[src/include/cgd_map.svh]
// Register offsets, field positions, reset values and field widths of the clock generator
`ifndef CGD_MAP_SVH
`define CGD_MAP_SVH
`define CGD_OFS_FREQ_A      8'h20
`define CGD_OFS_FREQ_B      8'h24
`define CGD_OFS_CLKSRC      8'h28
`define CGD_OFS_CPUPLL      8'h60
`define CGD_OFS_AUXPLL      8'h64
`define CGD_OFS_SYSCFG      8'h70
`define CGD_OFS_STATUS      8'h74
`define CGD_RST_FREQ        32'h0000_0000
`define CGD_RST_CLKSRC      32'h0000_0000
`define CGD_RST_CPUPLL      32'h0000_0010
`define CGD_RST_AUXPLL      32'h0000_0000
`define CGD_RST_SYSCFG      32'h0000_0002
`define CGD_GEN_STRIDE      10
`define CGD_DIV_LSB         2
`define CGD_FE_BIT          1
`define CGD_FS_BIT          0
`define CGD_ME1_LSB         27
`define CGD_DE1_BIT         26
`define CGD_CE1_BIT         25
`define CGD_ME0_LSB         22
`define CGD_DE0_BIT         21
`define CGD_CE0_BIT         20
`define CGD_SD_LSB          0
`define CGD_CR_BIT          2
`define CGD_PF_FS3_BIT      3
`define CGD_PF_EXT0_BIT     4
`define CGD_PF_EXT1_BIT     5
`define CGD_PLL_W           6
`endif

[src/include/cgd_pkg.sv]
// Types shared by the clock generator
package cgd_pkg;
    typedef struct packed {
        logic [7:0] divider;
        logic       out_enable;
        logic       source;
    } cgd_gen_t;

    typedef struct packed {
        logic [2:0] mux_select;
        logic       divide_select;
        logic       divider_bypass;
    } cgd_sel_t;

    typedef enum logic [1:0] {
        CGD_BUS_IDLE,
        CGD_BUS_ACK
    } cgd_bus_t;
endpackage : cgd_pkg

[src/core/cgd_clock_gen.sv]
// Clock generator: frequency generators, source selectors, bus clock derivation
//
// Contract
// - Generator divides its source by two times divider field plus one.
// - Output enable bit above source bit; 0 blocks, 1 passes divided clock.
// - Source select 0 takes CPU clock, 1 takes auxiliary clock.
// - Generator three alternate source: pin-function bit picks aux or GPIO 23.
// - Six generators plus aux clock feed every peripheral and external selector; aux enters as a level flag, high while the aux multiplier is nonzero.
// - Generator and source registers reset only on hardware reset.
// - Aux PLL register resets on both resets; CPU PLL only on hardware.
// - System bus clock is CPU clock divided by 2, 3 or 4.
// - Peripheral bus clock is system bus clock divided by two.
// - Memory clock is system clock or half, ratio setting 1 or 2.
// - Source register bits 29:27 select external clock one source.
// - PLLs and generator run from the 12 MHz oscillator only.
// - External clocks reach shared GPIO pins only when pin function selects.
// - Mux select: 000 none, 001 aux, 010..111 generators zero to five.
// - Clock select 0 passes mux; 1 adds divider, 4 or 2.
//
// Chosen here: the Avalon-MM register port.
`timescale 1ns/100ps
`default_nettype none
`include "cgd_map.svh"

module cgd_clock_gen
    import cgd_pkg::*;
(
    input  wire logic        i_clk,
    input  wire logic        i_rstn,
    input  wire logic        i_runtime_rstn,
    input  wire logic        i_cpu_clk_en,
    input  wire logic        i_aux_clk_en,
    input  wire logic        i_gpio23,
    input  wire logic [7:0]  avs_address,
    input  wire logic        avs_read,
    input  wire logic        avs_write,
    input  wire logic [31:0] avs_writedata,
    input  wire logic [3:0]  avs_byteenable,
    output logic      [31:0] avs_readdata,
    output logic             avs_waitrequest,
    output logic      [5:0]  o_gen_clk,
    output logic             o_ext0_clk,
    output logic             o_ext1_clk,
    output logic             o_ext0_oe,
    output logic             o_ext1_oe,
    output logic             o_serial0_clk,
    output logic             o_serial1_clk,
    output logic             o_sysbus_clk,
    output logic             o_periph_clk,
    output logic             o_mem_clk,
    output logic      [5:0]  o_cpu_pll_mult,
    output logic      [5:0]  o_aux_pll_mult
);
    // Registers
    logic [31:0] freq_a_reg;
    logic [31:0] freq_b_reg;
    logic [31:0] clksrc_reg;
    logic [31:0] cpupll_reg;
    logic [31:0] auxpll_reg;
    logic [31:0] syscfg_reg;
    logic [31:0] rdata_reg;
    cgd_bus_t    bus_reg;
    logic [1:0]  gpio_sync_reg;
    logic [1:0]  rt_sync_reg;

    // Bus decode
    wire         req      = avs_read | avs_write;
    wire         take     = req & (bus_reg == CGD_BUS_IDLE);
    // Write lands on the answer edge, while the master still holds the request
    wire         wr       = avs_write & (bus_reg == CGD_BUS_ACK);
    wire [31:0]  bmask    = {{8{avs_byteenable[3]}}, {8{avs_byteenable[2]}},
                             {8{avs_byteenable[1]}}, {8{avs_byteenable[0]}}};
    wire         hit_a    = avs_address == `CGD_OFS_FREQ_A;
    wire         hit_b    = avs_address == `CGD_OFS_FREQ_B;
    wire         hit_src  = avs_address == `CGD_OFS_CLKSRC;
    wire         hit_cpu  = avs_address == `CGD_OFS_CPUPLL;
    wire         hit_aux  = avs_address == `CGD_OFS_AUXPLL;
    wire         hit_cfg  = avs_address == `CGD_OFS_SYSCFG;
    wire         hit_st   = avs_address == `CGD_OFS_STATUS;
    wire         rt_rst   = ~rt_sync_reg[1];
    wire         gpio23_s = gpio_sync_reg[1];

    // Generator outputs and status, declared for the read mux
    logic [5:0]  gen_out;
    logic [5:0]  gen_run;
    wire  [31:0] status_w = {18'h0, gen_run, 2'h0, gen_out};

    wire  [31:0] rmux =
        hit_a   ? (freq_a_reg & 32'h3fff_ffff) :
        hit_b   ? (freq_b_reg & 32'h3fff_ffff) :
        hit_src ? (clksrc_reg & 32'h3ff0_001f) :
        hit_cpu ? cpupll_reg :
        hit_aux ? auxpll_reg :
        hit_cfg ? (syscfg_reg & 32'h0000_003f) :
        hit_st  ? status_w : 32'h0;

    assign avs_waitrequest = req & (bus_reg == CGD_BUS_IDLE);
    assign avs_readdata    = rdata_reg;

    always_ff @(posedge i_clk or negedge i_rstn)
    begin
        if (!i_rstn)
        begin
            bus_reg   <= CGD_BUS_IDLE;
            rdata_reg <= 32'h0;
        end
        else
        begin
            bus_reg   <= take ? CGD_BUS_ACK : CGD_BUS_IDLE;
            rdata_reg <= (take & avs_read) ? rmux : rdata_reg;
        end
    end

    // Hardware reset only; runtime reset does not touch these
    always_ff @(posedge i_clk or negedge i_rstn)
    begin
        if (!i_rstn)
        begin
            freq_a_reg <= `CGD_RST_FREQ;
            freq_b_reg <= `CGD_RST_FREQ;
            clksrc_reg <= `CGD_RST_CLKSRC;
            cpupll_reg <= `CGD_RST_CPUPLL;
            syscfg_reg <= `CGD_RST_SYSCFG;
        end
        else
        begin
            if (wr & hit_a)
                freq_a_reg <= (freq_a_reg & ~bmask) | (avs_writedata & bmask);
            if (wr & hit_b)
                freq_b_reg <= (freq_b_reg & ~bmask) | (avs_writedata & bmask);
            if (wr & hit_src)
                clksrc_reg <= (clksrc_reg & ~bmask) | (avs_writedata & bmask);
            if (wr & hit_cpu)
                cpupll_reg <= (cpupll_reg & ~bmask) | (avs_writedata & bmask);
            if (wr & hit_cfg)
                syscfg_reg <= (syscfg_reg & ~bmask) | (avs_writedata & bmask);
        end
    end

    // Aux multiplier also returns to default on runtime reset
    always_ff @(posedge i_clk or negedge i_rstn)
    begin
        if (!i_rstn)
            auxpll_reg <= `CGD_RST_AUXPLL;
        else if (rt_rst)
            auxpll_reg <= `CGD_RST_AUXPLL;
        else if (wr & hit_aux)
            auxpll_reg <= (auxpll_reg & ~bmask) | (avs_writedata & bmask);
    end

    always_ff @(posedge i_clk or negedge i_rstn)
    begin
        if (!i_rstn)
        begin
            gpio_sync_reg <= 2'h0;
            rt_sync_reg   <= 2'h0;
        end
        else
        begin
            gpio_sync_reg <= {gpio_sync_reg[0], i_gpio23};
            rt_sync_reg   <= {rt_sync_reg[0], i_runtime_rstn};
        end
    end

    assign o_cpu_pll_mult = cpupll_reg[`CGD_PLL_W-1:0];
    assign o_aux_pll_mult = auxpll_reg[`CGD_PLL_W-1:0];

    // Sources are enables on the 12 MHz-derived i_clk; GPIO 23 becomes an edge pulse
    logic        gpio_prev_reg;
    always_ff @(posedge i_clk or negedge i_rstn)
    begin
        if (!i_rstn)
            gpio_prev_reg <= 1'b0;
        else
            gpio_prev_reg <= gpio23_s;
    end
    wire         gpio_tick = gpio23_s & ~gpio_prev_reg;
    wire  [59:0] gen_fields = {freq_b_reg[29:0], freq_a_reg[29:0]};

    genvar g;
    generate
        for (g = 0; g < 6; g = g + 1)
        begin : gen_freq
            cgd_gen_t    cfg;
            logic [7:0]  cnt_reg;
            logic [7:0]  div_reg;
            logic        src_reg;
            logic        en_reg;
            logic        out_reg;
            logic        tick;
            assign cfg = gen_fields[g*`CGD_GEN_STRIDE +: `CGD_GEN_STRIDE];
            if (g == 3)
            begin : alt
                assign tick = src_reg ? (syscfg_reg[`CGD_PF_FS3_BIT] ? gpio_tick
                                                                    : i_aux_clk_en)
                                      : i_cpu_clk_en;
            end
            else
            begin : std
                assign tick = src_reg ? i_aux_clk_en : i_cpu_clk_en;
            end
            // Settings latch at the low-phase end, or on any cycle while disabled, so no runt half period
            wire wrap = tick & (cnt_reg == div_reg);
            wire load = ~out_reg & (wrap | ~en_reg);
            always_ff @(posedge i_clk or negedge i_rstn)
            begin
                if (!i_rstn)
                begin
                    cnt_reg <= 8'h0;
                    div_reg <= 8'h0;
                    src_reg <= 1'b0;
                    en_reg  <= 1'b0;
                    out_reg <= 1'b0;
                end
                else
                begin
                    if (load)
                    begin
                        div_reg <= cfg.divider;
                        src_reg <= cfg.source;
                        en_reg  <= cfg.out_enable;
                    end
                    if (!en_reg)
                    begin
                        cnt_reg <= 8'h0;
                        out_reg <= 1'b0;
                    end
                    else if (tick)
                    begin
                        // Half period is divider+1 ticks: total 2*(d+1)
                        cnt_reg <= wrap ? 8'h0 : cnt_reg + 8'h1;
                        // A low-phase end only rises if the newly latched enable allows it
                        out_reg <= wrap ? (~out_reg & cfg.out_enable) : out_reg;
                    end
                end
            end
            assign gen_out[g] = out_reg;
            assign gen_run[g] = en_reg;
        end
    endgenerate

    // Clock source selectors, 0 = external clock 0, 1 = external clock 1
    cgd_sel_t    sel [2];
    logic [1:0]  sel_clk;
    assign sel[0] = clksrc_reg[`CGD_ME0_LSB+2:`CGD_CE0_BIT];
    assign sel[1] = clksrc_reg[`CGD_ME1_LSB+2:`CGD_CE1_BIT];
    wire  [7:0]  cands = {gen_out, o_aux_pll_mult != 6'h0 ? 1'b1 : 1'b0, 1'b0};

    generate
        for (g = 0; g < 2; g = g + 1)
        begin : gen_sel
            logic       mux_prev_reg;
            logic [1:0] div_cnt_reg;
            wire        mux_out = cands[sel[g].mux_select];
            always_ff @(posedge i_clk or negedge i_rstn)
            begin
                if (!i_rstn)
                begin
                    mux_prev_reg <= 1'b0;
                    div_cnt_reg  <= 2'h0;
                end
                else
                begin
                    mux_prev_reg <= mux_out;
                    if (mux_out & ~mux_prev_reg)
                        div_cnt_reg <= div_cnt_reg + 2'h1;
                end
            end
            // Bit 0 toggles every rising edge: div 2; bit 1: div 4
            wire divd = sel[g].divide_select ? div_cnt_reg[0] : div_cnt_reg[1];
            assign sel_clk[g] = sel[g].divider_bypass ? divd : mux_out;
        end
    endgenerate

    // Aux selection is a level flag here, so the aux source reads as steady high while the aux multiplier is nonzero, low otherwise
    assign o_gen_clk     = gen_out;
    assign o_serial0_clk = sel_clk[0];
    assign o_serial1_clk = sel_clk[1];
    assign o_ext0_clk    = sel_clk[0];
    assign o_ext1_clk    = sel_clk[1];
    assign o_ext0_oe     = syscfg_reg[`CGD_PF_EXT0_BIT];
    assign o_ext1_oe     = syscfg_reg[`CGD_PF_EXT1_BIT];

    // Bus clocks derived from i_clk, which stands for the CPU clock
    logic [1:0]  sd_cnt_reg;
    logic        sys_reg;
    logic        per_reg;
    logic        mem_reg;
    wire  [1:0]  sd_val  = syscfg_reg[`CGD_SD_LSB+1:`CGD_SD_LSB];
    // Two bits cannot hold 4, so field value 0 stands for it; 1 is taken as 2
    wire  [2:0]  sd_div  = (sd_val == 2'h0) ? 3'h4 : (sd_val == 2'h1) ? 3'h2 : {1'b0, sd_val};
    wire         sys_end = {1'b0, sd_cnt_reg} == sd_div - 3'h1;
    always_ff @(posedge i_clk or negedge i_rstn)
    begin
        if (!i_rstn)
        begin
            sd_cnt_reg <= 2'h0;
            sys_reg    <= 1'b0;
            per_reg    <= 1'b0;
            mem_reg    <= 1'b0;
        end
        else
        begin
            sd_cnt_reg <= sys_end ? 2'h0 : sd_cnt_reg + 2'h1;
            sys_reg    <= {1'b0, sd_cnt_reg} < (sd_div >> 1);
            if (sys_end)
                per_reg <= ~per_reg;
            if (sys_end)
                mem_reg <= syscfg_reg[`CGD_CR_BIT] ? ~mem_reg : 1'b1;
        end
    end
    assign o_sysbus_clk = sys_reg;
    assign o_periph_clk = per_reg;
    // Ratio 1 follows system clock; ratio 2 halves it
    assign o_mem_clk    = syscfg_reg[`CGD_CR_BIT] ? mem_reg : sys_reg;
endmodule : cgd_clock_gen
`default_nettype wire

[config.mk]
export PLATFORM = sky130hd
export DESIGN_NAME = cgd_clock_gen
export DESIGN_NICKNAME = d
export VERILOG_FILES = /design/src/include/cgd_pkg.sv /design/src/core/cgd_clock_gen.sv
export VERILOG_INCLUDE_DIRS = /design/src /design/src/include
export SDC_FILE = /design/constraint.sdc
export NUM_CORES = 1
export LEC_CHECK = 0
export ABC_AREA = 1
export BUFFER_PORTS_ARGS = -buffer_cell sky130_fd_sc_hd__buf_2
export CAP_MARGIN = 15
export CORE_MARGIN = 1.5
export CORE_UTILIZATION = 65
export DETAILED_ROUTE_END_ITERATION = 12
export GPL_TIMING_DRIVEN = 0
export MAX_ROUTING_LAYER = met4
export PLACE_DENSITY = 0.85
export SLEW_MARGIN = 20
export SYNTH_ARGS = -nofsm -noshare
export SYNTH_HDL_FRONTEND = slang
export SYNTH_SLANG_ARGS = --single-unit
[constraint.sdc]
create_clock -name i_clk -period 2.7 [get_ports i_clk]
set_input_delay 0.27 -clock i_clk [delete_from_list [all_inputs] [get_ports i_clk]]
set_output_delay 0.27 -clock i_clk [all_outputs]
set_load 0.005 [all_outputs]
After elaboration in Yosys (flattened, before gate mapping)
Index checks and enable logic that the tools add are counted.

cells by class
  $add $sub $neg = 10
  magnitude comparators = 3
  equal/unequal tests = 29
  multiplexer cells = 67
  bitwise operators = 68
  reduce and logical (&&, ||, !) cells = 9

operators with widths
  cell                                                         number
  bitwise AND 32 bit                                           7
  two-way mux 32 bit                                           7
  OR 32 bit                                                    6
  two-way mux 8 bit                                            18
  adder 8 x 1 -> 8 bit (second input constant)                 6
  == test 8 bit                                                6
  two-way mux 1 bit                                            35
  == test 8 x 7 -> 1 bit (second input constant)               4
  inverter 32 bit                                              1
  bitwise AND 1 bit                                            30
  two-way mux 14 bit                                           2
  inequality test 2 x 1 -> 1 bit (second input constant)       13
  == test 8 x 6 -> 1 bit (second input constant)               3
  inverter 1 bit                                               17
  AND reduction 2 bit                                          6
  less-than comparator 3 x 4 -> 1 bit (second input constant)  2
  OR 1 bit                                                     7
  adder 2 x 1 -> 2 bit (second input constant)                 3
  binary-select mux 1 bit (select 3 bit)                       2
  nonzero test 6 bit                                           1
  logical NOT 2 bit                                            2
  two-way mux 2 bit                                            2
  == test 2 x 3 -> 1 bit                                       1
  two-way mux 3 bit                                            1
  4 further kinds                                              4

word-level totals
  register bits after elaboration = 355
  output and inout port bits = 60

Longest topological paths before layout
  word-level depth = 8
  gate-level depth with buffers = 12
  gate-level depth less buffers = 11

Worst setup path after synthesis
No wires, ideal clock.

  path type = register to output
  start = register (tool-made name)
  end = output o_serial0_clk
  arrival time = 1.264 ns
  data required time = 2.430 ns
  slack = 1.166 ns
  cell stages (with the launch flop) = 8
  buffers on the path = 2
  cells stage by stage = dfrtp_1 -> clkbuf_1 -> a21oi_1 -> o21ai_0 -> nand3_1 -> nand2_1 -> o21ai_0 -> buf_4

RTL lines
  element    line                 RTL
  to (decl)  cgd_clock_gen.sv:46  output logic o_serial0_clk,

Final worst setup path
  start = register gen_freq[1].out_reg
  end = output o_serial0_clk

on the way
  longest elaborated chain between the ends = 3

RTL lines
  element                                  line                  RTL
  from (decl)                              cgd_clock_gen.sv:189  logic out_reg;
  from (signal assigned)                   cgd_clock_gen.sv:233  out_reg <= wrap ? (~out_reg & cfg.out_enable) : out_reg;
  binary-select mux 1 bit (select 3 bit)   cgd_clock_gen.sv:254  wire mux_out = cands[sel[g].mux_select];
  two-way mux 1 bit (implied by the code)  cgd_clock_gen.sv:254
  two-way mux 1 bit                        cgd_clock_gen.sv:271  assign sel_clk[g] = sel[g].divider_bypass ? divd : mux_out;

No other way between the ends. The select of a mux whose other input is x is not followed.

==> results.sh <==
export IMPL_outcome="finished clean"
export IMPL_clock_skew_ns=0.01849
export IMPL_synthAdderAreaFrac=0.007439
export IMPL_hold_path_class="primary input to flip-flop"
export IMPL_synth_compound_area_frac=0.1117
export IMPL_die_y_um=155.6
export IMPL_cp_required_ns=2.43
export IMPL_viasPerCell=5.772
export IMPL_area_delta_synth_final_pct=14.89
export IMPL_maxCapViolations=0
export IMPL_layout_nets=2080
export IMPL_power_switching_w=0.002988
export IMPL_hold_violations=0
export IMPL_clk_latency_ns=0.57
export IMPL_synth_cell_type_count=42
export IMPL_hpwl_um=29980
export IMPL_syn_num_nets=1926
export IMPL_grt_max_degree=102
export IMPL_wl_per_cell_um=17.80
export IMPL_cts_max_path_buffers=3
export IMPL_die_x_um=155.6
export IMPL_nFillCells=1621
export IMPL_cts_tree="built"
export IMPL_fin_crit_ns=2.511
export IMPL_arrival_ns=2.24
export IMPL_synth_xor_area_frac=0.03124
export IMPL_drcViolationCount=0
export IMPL_p_total_w=0.01119
export IMPL_pin_count=112
export IMPL_dp_slack_ns=0.4550
export IMPL_rows=55
export IMPL_drt_pass1_iterations=6
export IMPL_cp_max_fo=5
export IMPL_clock_root_buffer="clkbuf_16"
export IMPL_vias=13611
export IMPL_drive_gt1_frac=0.1292
export IMPL_yosys_area_share_simple=0.2567
export IMPL_portBuffers=108
export IMPL_drtIter0Drc=1256
export IMPL_p_seq_frac=0.456
export IMPL_combPwrFrac=0.125
export IMPL_syn_inst=1865
export IMPL_grt_pass1_vias=13150
export IMPL_ys_warn_count=0
export IMPL_pwr_share_clk=0.419
export IMPL_dieArea_um2=24210
export IMPL_rsz0062_at_grt="no"
export IMPL_initial_core_util=0.6645
export IMPL_tightest_slew_ns=0.8927
export IMPL_synthMuxAreaShare=0.002893
export IMPL_routabilityCongestion=0.9550
export IMPL_r2r_cells=5
export IMPL_clkTransAtPathRegs_ns=0.06
export IMPL_netlist_area_um2=15140
export IMPL_post_route_period_util=0.9299
export IMPL_setup_ws_ns=0.1892
export IMPL_max_freq_ghz=0.3983
export IMPL_synth_top_family_by_area="simple AND/OR/NAND/NOR gates"
export IMPL_crit_type="flip-flop to output port"
export IMPL_power_density_nw_per_um2=643.6
export IMPL_ant_nets=0
export IMPL_swShare=0.2670
export IMPL_cts_sinks=308
export IMPL_grt_overflow=0
export IMPL_p_int_w=0.008204
export IMPL_peakVddDrop_v=0.0007235
export IMPL_yosysSeqAreaShare=0.5093
export IMPL_post_cts_buffers=0
export IMPL_gr_usage_all_layers=0.3660
export IMPL_core_um2=22780
export IMPL_antenna_found_initial=1
export IMPL_cts_inserted_buffers=31
export IMPL_p_leak_nw=9.207
export IMPL_htreeDepth=1
export IMPL_routed_wl_um=41970
export IMPL_cp_end_kind="output port"
export IMPL_syn_area_per_cell_um2=8.116
export IMPL_max_slew_margin=0.4049
export IMPL_synth_seq_cells=308
export IMPL_grt_first_pass_wirelength_um=67060
export IMPL_setup_viol=0
export IMPL_utilization=0.7635
export IMPL_slew_violations=0
export IMPL_hold_depth=3
export IMPL_start_kind="flip-flop"
==> through the flow <==
step	TNS (ns)	hold WS (ns)	cell area, µm²	instances
floorplan	0	-0.02559	15140	1865
global placement	-1316.04	0.3353	16070	2286
detailed placement	0	0.1795	16160	2289
CTS	0	0.002824	17390	2357
global route	0	0.02038	17390	2358
finish	0	0.01494	17390	2358
==> cell usage in the layout (no fill, tap or decap), types with 7 or more instances in the layout <==
| cell type | n |
|---|---|
| nand2_1 | 543 |
| dfrtp_1 | 305 |
| inv_1 | 196 |
| o21ai_0 | 137 |
| buf_2 | 127 |
| nor2_1 | 122 |
| nand3_1 | 116 |
| a21oi_1 | 77 |
| xor2_1 | 42 |
| nand4_1 | 42 |
| clkbuf_1 | 40 |
| clkbuf_16 | 31 |
| o21ai_1 | 30 |
| buf_4 | 26 |
| nor3_1 | 24 |
| o211ai_1 | 23 |
| a22oi_1 | 22 |
| nor3b_1 | 19 |
| nand2_2 | 17 |
| xnor2_1 | 12 |
| dlygate4sd3_1 | 10 |
| o21ai_2 | 9 |
| ha_1 | 9 |
| clkbuf_8 | 7 |
==> per-layer routing <==
layer,share of wire,global-route usage
met3,0.098,0.07417
met1,0.40,0.4638
met4,0.046,0.1569
met2,0.46,0.5776
met5,0,-
==> what timing repair did <==
item / CTS / global route
hold endpoints to repair: 49 / 0
hold buffers: 10 / 0
gates resized for setup: 0 / 1
setup endpoints to repair: 0 / 3
==> cell families after synthesis <==
logic type / count (synthesis)
XOR/XNOR: 54
flip-flops: 308
adder cells (fa/ha/maj): 9
multiplexers: 4
AO/OA/AOI/OAI: 304
AND/OR/NAND/NOR: 900
buffers and inverters: 286
==> synthesized netlist by cell type (all sizes together) <==
master / n / area (µm²)
nand2: 563 / 2178
dfrtp: 306 / 7657
inv: 201 / 757.0
o21ai: 177 / 930.9
nor2: 130 / 559.3
nand3: 117 / 590.6
a21oi: 77 / 385.4
buf: 51 / 336.6
nand4: 42 / 262.8
xor2: 42 / 367.9
clkbuf: 34 / 127.6
nor3: 24 / 120.1
o211ai: 23 / 172.7
a22oi: 22 / 165.2
nor3b: 19 / 142.6
xnor2: 12 / 105.1
ha: 9 / 112.6
mux2: 3 / 33.78
dfstp: 2 / 52.55
o21bai: 2 / 15.01
or2: 2 / 12.51
and3: 1 / 6.260
mux2i: 1 / 10.01
nand3b: 1 / 7.510
nor2b: 1 / 6.260
o21a: 1 / 7.510
o22ai: 1 / 6.260
o31ai: 1 / 7.510
==> power groups by stage <==
stage	Combinational (W)	Clock, W	Sequential, W
2_1_floorplan	0.000893	0	0.00510
3_3_place_gp	0.00130	0	0.00516
3_5_place_dp	0.00136	0	0.00517
4_1_cts	0.00139	0.00470	0.00509
5_1_grt	0.00157	0.00489	0.00512
6_report	0.00140	0.00469	0.00510
==> final timing paths <==
check	slack [ns]	end	startpoint
worst max-delay path	0.19	o_serial0_clk	gen_freq[1].out_reg
worst min-delay path	0.01	flip-flop	avs_writedata[13]
worst max register to register	0.49	flip-flop	bus_reg[0]
worst min register to register	0.35	rt_sync_reg[1]	rt_sync_reg[0]
max in group asynchronous	1.35	gen_freq[1].out_reg	i_rstn
min in group asynchronous	0.19	bus_reg[0]	i_rstn
==> area by class of cell <==
class                   instances  area [µm²]  share of cell area
diodes                          1       2.502           0.0001439
plain buffers                  85       464.2             0.02669
clock buffers                  44       894.6             0.05144
clock inverters                14       230.2             0.01324
inverters                     201       757.0             0.04353
multi-input cells            1271        6206              0.3569
flip-flops and latches        308        7711              0.4434
well taps                     313       391.6             0.02252
repair buffers                121       733.2             0.04216
==> critical path, cell delays in order (launching register included) <==
cell     delay [ns]
dfrtp_2        0.51
inv_1          0.19
a21oi_1        0.14
o21ai_0        0.09
nand3_1        0.10
nand2_1        0.11
o21ai_0        0.27
buf_4          0.16
buf_2          0.10
Power figures use the tool's default switching activity.
